==> config.mk <==
export PLATFORM = sky130hd
export DESIGN_NAME = service_request_unit
export DESIGN_NICKNAME = d
export VERILOG_FILES = /design/src/hdl/service_request_pkg.sv /design/src/hdl/octal_annot.sv /design/src/hdl/service_request_unit.sv
export VERILOG_INCLUDE_DIRS = /design/src /design/src/hdl
export SDC_FILE = /design/constraint.sdc
export NUM_CORES = 1
export LEC_CHECK = 0
export ABC_AREA = 1
export BUFFER_PORTS_ARGS = -buffer_cell sky130_fd_sc_hd__buf_4
export CAP_MARGIN = 20
export CORE_ASPECT_RATIO = 0.6
export CORE_UTILIZATION = 43
export DETAILED_ROUTE_END_ITERATION = 10
export PLACE_DENSITY = 0.78
export SKIP_LAST_GASP = 1
export SLEW_MARGIN = 20
export SYNTH_ARGS = -nofsm -noshare
export SYNTH_HDL_FRONTEND = slang
export SYNTH_SLANG_ARGS = --single-unit
==> constraint.sdc <==
create_clock -name ref_clk -period 1.44 [get_ports ref_clk]
set_input_delay 0.072 -clock ref_clk [delete_from_list [all_inputs] [get_ports ref_clk]]
set_output_delay 0.072 -clock ref_clk [all_outputs]
set_load 0.02 [all_outputs]
==> src/hdl/service_request_cfg.svh <==
/*
 Constants of the service request unit: status byte bit positions,
 enable reset values and octal digit codes.
 Assumes inclusion by bare name from the design files.
*/
`ifndef SERVICE_REQUEST_CFG_SVH
`define SERVICE_REQUEST_CFG_SVH

// ----------------------------------------------------------------------
// Status byte bit positions
// ----------------------------------------------------------------------
`define SRB_UNITS_BIT    1
`define SRB_SWEEP_BIT    2
`define SRB_FAULT_BIT    3
`define SRB_ILLEGAL_BIT  5
`define SRB_RQS_BIT      6
`define SRB_EVENT_MASK   8'h2E

// ----------------------------------------------------------------------
// Reset and preset values
// ----------------------------------------------------------------------
`define EN_SWEEP_RST     1'b0
`define EN_FAULT_RST     1'b0
`define EN_UNITS_RST     1'b0
`define EN_FAULT_PRESET  1'b1
`define STATUS_RST       8'h00

// ----------------------------------------------------------------------
// Annotation character codes
// ----------------------------------------------------------------------
`define ASCII_ZERO       8'h30

`endif

==> src/hdl/service_request_pkg.sv <==
/*
 Types of the service request unit.
 Assumes service_request_cfg.svh is on the include path.
*/
package service_request_pkg;

	// ----------------------------------------------------------------------
	// Event pulses from the instrument
	// ----------------------------------------------------------------------
	typedef struct packed {
		logic sweep_end;
		logic cal_done;
		logic avg_done;
		logic units_key;
		logic hw_fault;
		logic illegal_cmd;
		logic local_srq_key;
	} event_t;

	// ----------------------------------------------------------------------
	// Remote commands from the parser
	// ----------------------------------------------------------------------
	typedef struct packed {
		logic disable_all;
		logic sweep_en;
		logic fault_en;
		logic units_en;
	} cmd_t;

	// ----------------------------------------------------------------------
	// Screen annotation
	// ----------------------------------------------------------------------
	typedef struct packed {
		logic       show;
		logic [7:0] digit2;
		logic [7:0] digit1;
		logic [7:0] digit0;
	} annot_t;

	typedef enum logic [1:0] {
		ST_IDLE    = 2'b01,
		ST_REQUEST = 2'b10
	} srq_state_t;

endpackage

==> src/hdl/octal_annot.sv <==
/*
 Converts the status byte into three ASCII octal digits for the screen.
 Assumes the byte is stable while shown; output is registered.
*/
`timescale 1ns/1ps
`default_nettype none
`include "service_request_cfg.svh"

module octal_annot (
	input  wire logic                        ref_clk,
	input  wire logic                        sys_rst,
	input  wire logic [7:0]                  status,
	input  wire logic                        show,
	output var  service_request_pkg::annot_t annot
);

	service_request_pkg::annot_t annot_nxt;

	// ----------------------------------------------------------------------
	// Octal split: bits 7:6, 5:3 and 2:0
	// ----------------------------------------------------------------------
	always_comb begin
		annot_nxt.show   = show;
		annot_nxt.digit2 = `ASCII_ZERO + {6'h00, status[7:6]};
		annot_nxt.digit1 = `ASCII_ZERO + {5'h00, status[5:3]};
		annot_nxt.digit0 = `ASCII_ZERO + {5'h00, status[2:0]};
	end

	always_ff @(posedge ref_clk) begin
		if (sys_rst) begin
			annot <= '0;
		end else begin
			annot <= annot_nxt;
		end
	end

endmodule
`default_nettype wire

==> src/hdl/service_request_unit.sv <==
/*
 Service request unit: event latching, enable commands, request line,
 serial poll status byte and on-screen request code.
 Assumes event and command inputs are one-cycle pulses synchronous to
 ref_clk, and the bus interface pulses serial_poll_rd once per poll.
*/
// How it works
// - Pending request asserts service-request line
// - Event bits 1,2,3,5; bits 0,4,7 zero
// - Bit 6 set whenever request reported
// - Screen shows status byte as octal
// - Blanked annotation hides code, line stays
// - Simultaneous requests share one status byte
// - Byte only by serial poll; parallel ignored
// - Illegal command always enabled, local request by local mode, others gated
// - Disable-all clears three enables
// - Sweep and fault enables persist
// - Units enable clears on key, serial poll, disable
// - Enables independent of each other
// - Preset sets fault enable
// - Calibration and averaging count as sweep
// - Status read releases request line unless an event latches in the same cycle
// - Local front-panel request raises units bit in local mode
`timescale 1ns/1ps
`default_nettype none
`include "service_request_cfg.svh"

module service_request_unit (
	input  wire logic                         ref_clk,
	input  wire logic                         sys_rst,
	input  wire service_request_pkg::event_t  events,
	input  wire service_request_pkg::cmd_t    cmds,
	input  wire logic                         preset,
	input  wire logic                         local_mode,
	input  wire logic                         annot_blank,
	input  wire logic                         serial_poll_rd,
	input  wire logic                         parallel_poll_rd,
	output logic                              srq_n,
	output logic [7:0]                        request_status_byte,
	output logic                              status_valid,
	output service_request_pkg::annot_t       annot,
	output logic [2:0]                        enables
);

	// ----------------------------------------------------------------------
	// State
	// ----------------------------------------------------------------------
	logic                            en_sweep_r, en_sweep_nxt;
	logic                            en_fault_r, en_fault_nxt;
	logic                            en_units_r, en_units_nxt;
	logic [7:0]                      status_r, status_nxt;
	logic [7:0]                      rd_byte_r, rd_byte_nxt;
	logic                            valid_r, valid_nxt;
	logic                            srq_n_r, srq_n_nxt;
	service_request_pkg::srq_state_t state_r, state_nxt;
	logic [7:0]                      raised;
	logic                            sweep_ev;
	logic                            units_ev;

	// ----------------------------------------------------------------------
	// Enables
	// ----------------------------------------------------------------------
	always_comb begin
		en_sweep_nxt = en_sweep_r;
		en_fault_nxt = en_fault_r;
		en_units_nxt = en_units_r;
		if (cmds.sweep_en) begin
			en_sweep_nxt = 1'b1;
		end
		if (cmds.fault_en || preset) begin
			en_fault_nxt = 1'b1;
		end
		if (events.units_key || serial_poll_rd) begin
			en_units_nxt = 1'b0;
		end
		if (cmds.units_en) begin
			en_units_nxt = 1'b1;
		end
		if (cmds.disable_all) begin
			en_sweep_nxt = 1'b0;
			en_fault_nxt = 1'b0;
			en_units_nxt = 1'b0;
		end
	end

	// ----------------------------------------------------------------------
	// Event latching and request state
	// ----------------------------------------------------------------------
	always_comb begin
		sweep_ev = events.sweep_end || events.cal_done || events.avg_done;
		units_ev = (events.units_key && en_units_r)
			|| (events.local_srq_key && local_mode);
		raised = 8'h00;
		raised[`SRB_UNITS_BIT]   = units_ev;
		raised[`SRB_SWEEP_BIT]   = sweep_ev && en_sweep_r;
		raised[`SRB_FAULT_BIT]   = events.hw_fault && en_fault_r;
		raised[`SRB_ILLEGAL_BIT] = events.illegal_cmd;
		status_nxt  = status_r;
		rd_byte_nxt = rd_byte_r;
		valid_nxt   = 1'b0;
		state_nxt   = state_r;
		if (serial_poll_rd) begin
			rd_byte_nxt = status_r;
			if (status_r != `STATUS_RST) begin
				rd_byte_nxt[`SRB_RQS_BIT] = 1'b1;
			end
			valid_nxt  = 1'b1;
			status_nxt = `STATUS_RST;
		end
		status_nxt = (status_nxt | raised) & `SRB_EVENT_MASK;
		case (state_r)
			service_request_pkg::ST_IDLE: begin
				if (status_nxt != `STATUS_RST) begin
					state_nxt = service_request_pkg::ST_REQUEST;
				end
			end
			service_request_pkg::ST_REQUEST: begin
				if (status_nxt == `STATUS_RST) begin
					state_nxt = service_request_pkg::ST_IDLE;
				end
			end
			default: begin
				state_nxt = service_request_pkg::ST_IDLE;
			end
		endcase
		srq_n_nxt = !(state_nxt == service_request_pkg::ST_REQUEST);
	end

	always_ff @(posedge ref_clk) begin
		if (sys_rst) begin
			en_sweep_r <= `EN_SWEEP_RST;
			en_fault_r <= `EN_FAULT_RST;
			en_units_r <= `EN_UNITS_RST;
			status_r   <= `STATUS_RST;
			rd_byte_r  <= `STATUS_RST;
			valid_r    <= 1'b0;
			srq_n_r    <= 1'b1;
			state_r    <= service_request_pkg::ST_IDLE;
		end else begin
			en_sweep_r <= en_sweep_nxt;
			en_fault_r <= en_fault_nxt;
			en_units_r <= en_units_nxt;
			status_r   <= status_nxt;
			rd_byte_r  <= rd_byte_nxt;
			valid_r    <= valid_nxt;
			srq_n_r    <= srq_n_nxt;
			state_r    <= state_nxt;
		end
	end

	// ----------------------------------------------------------------------
	// Screen annotation
	// ----------------------------------------------------------------------
	logic [7:0] shown_byte;

	always_comb begin
		shown_byte = status_r;
		shown_byte[`SRB_RQS_BIT] = (status_r != `STATUS_RST);
	end

	octal_annot u_annot (
		.ref_clk (ref_clk),
		.sys_rst (sys_rst),
		.status  (shown_byte),
		.show    ((status_r != `STATUS_RST) && !annot_blank),
		.annot   (annot)
	);

	// Parallel poll input is deliberately left unused
	assign srq_n               = srq_n_r;
	assign request_status_byte = rd_byte_r;
	assign status_valid        = valid_r;
	assign enables             = {en_units_r, en_fault_r, en_sweep_r};
endmodule
`default_nettype wire

# ---- After elaboration in Yosys (flattened, before gate mapping)
# Cells that the tools add are included.
dict set report op_classes {
  add_sub_neg 3
  eq_ne 3
  muxes 8
  bitwise 1
  n_reduce_logical 17
}
# op n
set ops {}
lappend ops {{$reduce_bool A8 Y1} 2}
lappend ops {{$add A6 B3 Y7 const A} 2}
lappend ops {{$logic_not A8 Y1} 1}
lappend ops {{$add A6 B1 Y7 const A} 1}
lappend ops {{$mux W6} 1}
lappend ops {{$or A6 B6 Y6} 1}
lappend ops {{$logic_and A1 B1 Y1} 5}
lappend ops {{$logic_or A1 B1 Y1} 5}
lappend ops {{$eq A2 B2 Y1 const B} 2}
lappend ops {{$mux W1} 4}
lappend ops {{$mux W2} 2}
lappend ops {{$pmux W2 S2} 1}
lappend ops {{$eq A2 B1 Y1 const B} 1}
lappend ops {{$logic_not A1 Y1} 2}
lappend ops {{$reduce_bool A2 Y1} 1}
lappend ops {{$reduce_or A2 Y1} 1}
dict set report word_totals {
  regBits 44
  input_bits 18
  out_inout_bits 38
}

# ---- Depth between registers and ports, before layout
dict set report logic_depth {
  depth_word 9
  ltp_mapped 9
  mapped_depth_nobuf 9
}

# ---- By module
# A second synthesis with hierarchy kept.
dict set report hier_totals {
  cells_unflattened 138
  area_unflattened_um2 1172.4
}
# module instances cells_per_inst area_per_inst_um2
set by_module_without_submodules {}
lappend by_module_without_submodules {service_request_unit 1 92 773.2}
lappend by_module_without_submodules {octal_annot 1 46 399.1}

# ---- Worst setup path before layout
# Ideal clock, no wire load.
dict set report synth_timing {
  kind {register to register}
  from {reg state_r[0]}
  to {reg srq_n_r (netlist: srq_n)}
  setup_ns 0.126
  t_arrival_ns 1.029
  path_slack_ns 0.285
  stages_incl_launch_ff 8
  cell_sequence {dfxtp_1 inv_1 ha_1 nand2_1 inv_1 o21bai_1 a21oi_1 nand3_1}
}
dict set report synth_via {
  elab_chain_len 4
  word_cells_on_any_way 7
  classes_between {eq/ne (3); mux (3); reduce/logical (1)}
}
# element line_no
set synth_rtl {}
lappend synth_rtl {{start: declaration} service_request_unit.sv:55} ;# service_request_pkg::srq_state_t state_r, state_nxt;
lappend synth_rtl {{start signal: assignment} service_request_unit.sv:138} ;# state_r <= service_request_pkg::ST_IDLE;
lappend synth_rtl {{start signal: assignment} service_request_unit.sv:147} ;# state_r <= state_nxt;
lappend synth_rtl {{$eq A2 B2 Y1 (tied with other cells)} service_request_unit.sv:111} ;# case (state_r)
lappend synth_rtl {{$pmux W2 S2 *} service_request_unit.sv:111}
lappend synth_rtl {{$eq A2 B2 Y1 *} service_request_unit.sv:126} ;# srq_n_nxt = !(state_nxt == service_request_pkg::ST_REQUEST);
lappend synth_rtl {{$logic_not A1 Y1 *} service_request_unit.sv:126}
lappend synth_rtl {{end signal: assignment} service_request_unit.sv:146} ;# srq_n_r <= srq_n_nxt;
lappend synth_rtl {{end: declaration} service_request_unit.sv:54} ;# logic srq_n_r, srq_n_nxt;
# Every way passes the cells marked *; elsewhere a longest branch is shown, timed or not.
# A chain may end at the register's enable or synchronous reset.

# ---- Final worst setup path
# Ends and elaborated chain as after synthesis.

==> results.json <==
{
  "status": "finished clean",
  "htree_levels": 1,
  "cts-resized-gates": 0,
  "timing.rr.end": "srq_n",
  "netlist_area_mm2": 0.00100,
  "clk_path_buf_depth": 2,
  "worst-path-buf-inv": 2,
  "pwr-share-clk_pct": 25.0,
  "grt_overflow": 0,
  "die_height_um": 39.4,
  "vias": 797,
  "grt_util_all_layers_pct": 14.9,
  "cts_made_buffers": 3,
  "cts_tree": "done",
  "yosys.area.top_type_share_pct": 45.8,
  "worst-r2r-cell-count": 7,
  "portBuffers": 38,
  "critPathKind": "reg2reg",
  "dieArea_mm2": 0.00254,
  "seqPwrFrac_pct": 48.0,
  "dp_hpwl_um": 1420,
  "crit_fanout": 4,
  "slew_violations": 0,
  "p_leak_nw": 0.659,
  "post-cts-setup-buffers": 0,
  "cpMostUsedCell": "inv_1",
  "power_density_mw_per_mm2": 1240,
  "finalSetupViolCount": 0,
  "finalPower_mw": 1.55,
  "maxCapViolCount": 0,
  "crit_required_ns": 1.59,
  "hp-class": "in2reg",
  "insertion_delay_ns": 0.26,
  "tightest_slew_ns": 0.501,
  "critical_path_arrival_ns": 1.41,
  "relSlewSlack_pct": 66.3,
  "rsz0062_at_grt": "no",
  "vdd_ir_drop_max_mv": 0.691,
  "path_delay_family": "flip-flops",
  "drt-total-wl_um": 1740,
  "utilization_pct": 57.4,
  "r2r-start": "state_r[0]",
  "ys_ff_latch": 23,
  "layout-drive-gt1-share_pct": 29.3,
  "max_stage_delay_ns": 0.37,
  "cts_sinks": 23,
  "avgSynthCellArea_um2": 8.04,
  "min_delay_path_depth": 3,
  "synth_cell_type_count": 24,
  "drtAntennaViolNets": 0,
  "switching_share_pct": 30.8,
  "dr.pass1.iters": 3,
  "gp_congestion": 0.787,
  "pwr-share-comb_pct": 27.0,
  "antenna_found_initial": 0,
  "nets": 178,
  "cp_cell_sequence": "inv_1 -> ha_1 -> nand2_1 -> inv_1 -> o21bai_1 -> a21oi_1 -> nand3_1",
  "worstHoldStart": "cmds[1]",
  "fillers": 196,
  "yosysSeqAreaShare_pct": 45.8,
  "crit_slowest_cell": "dfxtp_1",
  "period_share_pct": 87.8,
  "cts_root_buf": "clkbuf_8",
  "grt_pass1_vias": 635,
  "clk_pin_slew_ns": 0.08,
  "final_cell_mix": "38 x buf_4, 23 x dfxtp_1, 17 x nand2_1",
  "antenna_cells": 0,
  "start_util_pct": 46.1,
  "min_to": "en_fault_r",
  "row_count": 13,
  "grt_pass1_wl_um": 2680,
  "vias_per_cell": 4.26,
  "drt_iter0_drc": 29,
  "io_pins": 56,
  "switchingPower_mw": 0.479,
  "worstSetupEndpointType": "flop",
  "design.core.area_mm2": 0.00218,
  "final_common_cell": "buf_4",
  "clock-skew-final_ns": 0.00174,
  "drc_errors": 0,
  "fin_crit_ns": 1.26,
  "hold_viol_final": 0,
  "power.internal_mw": 1.07,
  "dpl_cell_area_mm2": 0.00119,
  "r2r_slack_ns": 0.18,
  "post-place-ws_ns": 0.176,
  "startpoint_type": "flop",
  "worst_slack_ns": 0.176,
  "ys_warn_count": 0,
  "finalSetupTns_ns": 0,
  "synth_area_leaders": "dfxtp_1 46%, buf_4 18%, nand2_1 6.4%, nor2_1 5.6%, inv_1 4.9%",
  "die_w_um": 64.4,
  "synth_cells": 125,
  "syn_to_final_growth_pct": 24.5,
  "wl_per_cell_um": 9.32,
  "grt_max_degree": 15,
  "fin_area_mm2": 0.00125,
  "synth_top_area_cell": "dfxtp_1",
  "fmax_mhz": 791
}
[worst reg2reg max path: cells and delay by family (launching register included)]
| kind | cells | cell delay, ns |
|---|---|---|
| buffers and inverters | 2 | 0.09 |
| AOI/OAI and AO/OA | 2 | 0.30 |
| and+or+nand+nor | 2 | 0.16 |
| adders and majority gates | 1 | 0.22 |
| DFF | 1 | 0.37 |
[through the flow]
| step | hold WS [ns] | instances |
|---|---|---|
| after floorplan | 0.149 | 140 |
| after global placement | 0.238 | 182 |
| after detailed placement | 0.243 | 182 |
| after CTS | 0.0162 | 187 |
| after global routing | 0.00989 | 187 |
| final | 0.0178 | 187 |
[routing by layer]
layer  wire length (um)  track usage [%]  vias up  share of wire, %
met4                  7             5.00        0              0.40
li1                   -                -      415                 -
met5                  0                0        -                 0
met3                135             7.27        2               7.7
met1                779             16.4      350                45
met2                820             25.8       30                47
[repair_timing]
item                                    in CTS  in global routing
hold endpoints to repair                     1                  0
endpoints found under the setup margin       0                  0
hold buffers                                 1                  0
[how the worst max path moves through the flow]
stage,start,end,slack [ns],cells past startpoint
2_1_floorplan,state_r[0],srq_n,0.28,7
3_3_place_gp,state_r[0],srq_n,0.22,7
3_5_place_dp,state_r[0],srq_n,0.18,7
4_1_cts,state_r[0],srq_n,0.16,7
5_1_grt,state_r[0],srq_n,0.03,7
6_report,state_r[0],srq_n,0.18,7
[flip-flops by register name (all words and copies together), names as in the netlist]
register,cells
state_r,2
u_annot.annot,7
status_valid,1
en_sweep_r,1
srq_n,1
en_units_r,1
request_status_byte,5
status_r,4
en_fault_r,1
[synth_stat cells]
cell,instances
buf_2,1
dfxtp_1,23
nand2_2,1
inv_2,1
nand4_1,1
or2_2,1
nor3_1,2
a21boi_0,1
conb_1,1
nor2_2,1
clkbuf_1,1
o211ai_1,1
nand2_1,17
o21ai_0,4
nand3b_1,1
nand3_1,3
inv_1,13
o21bai_1,1
a21oi_1,8
a21o_1,1
ha_1,2
buf_4,24
nor4_1,1
nor2_1,15
[cell families after synthesis]
logic type | Yosys count | synth area share, %
other | 1 | 0.373
buffers and inverters | 40 | 24.0
AOI/OAI and AO/OA | 16 | 8.97
and+or+nand+nor | 43 | 18.3
adders and majority gates | 2 | 2.49
DFF | 23 | 45.8
[power by group through the flow]
stage	logic [mW]	registers (mW)	clock network (mW)
floorplan	0.294	0.795	0
global placement	0.409	0.758	0
detailed placement	0.420	0.760	0
CTS	0.424	0.746	0.407
global route	0.477	0.754	0.441
finish	0.419	0.746	0.389
[final cells by class]
| cell class | count | area, um^2 | area share (%) |
|---|---|---|---|
| Timing Repair Buffer | 39 | 295 | 23.6 |
| Inverter | 14 | 52.6 | 4.20 |
| Multi-Input combinational cell | 77 | 359 | 28.7 |
| Tap cell | 30 | 37.5 | 3.00 |
| Clock buffer | 3 | 41.3 | 3.30 |
| Clock inverter | 1 | 5.00 | 0.400 |
| Sequential cell | 23 | 460 | 36.8 |
(Power assumes the default switching activity.)
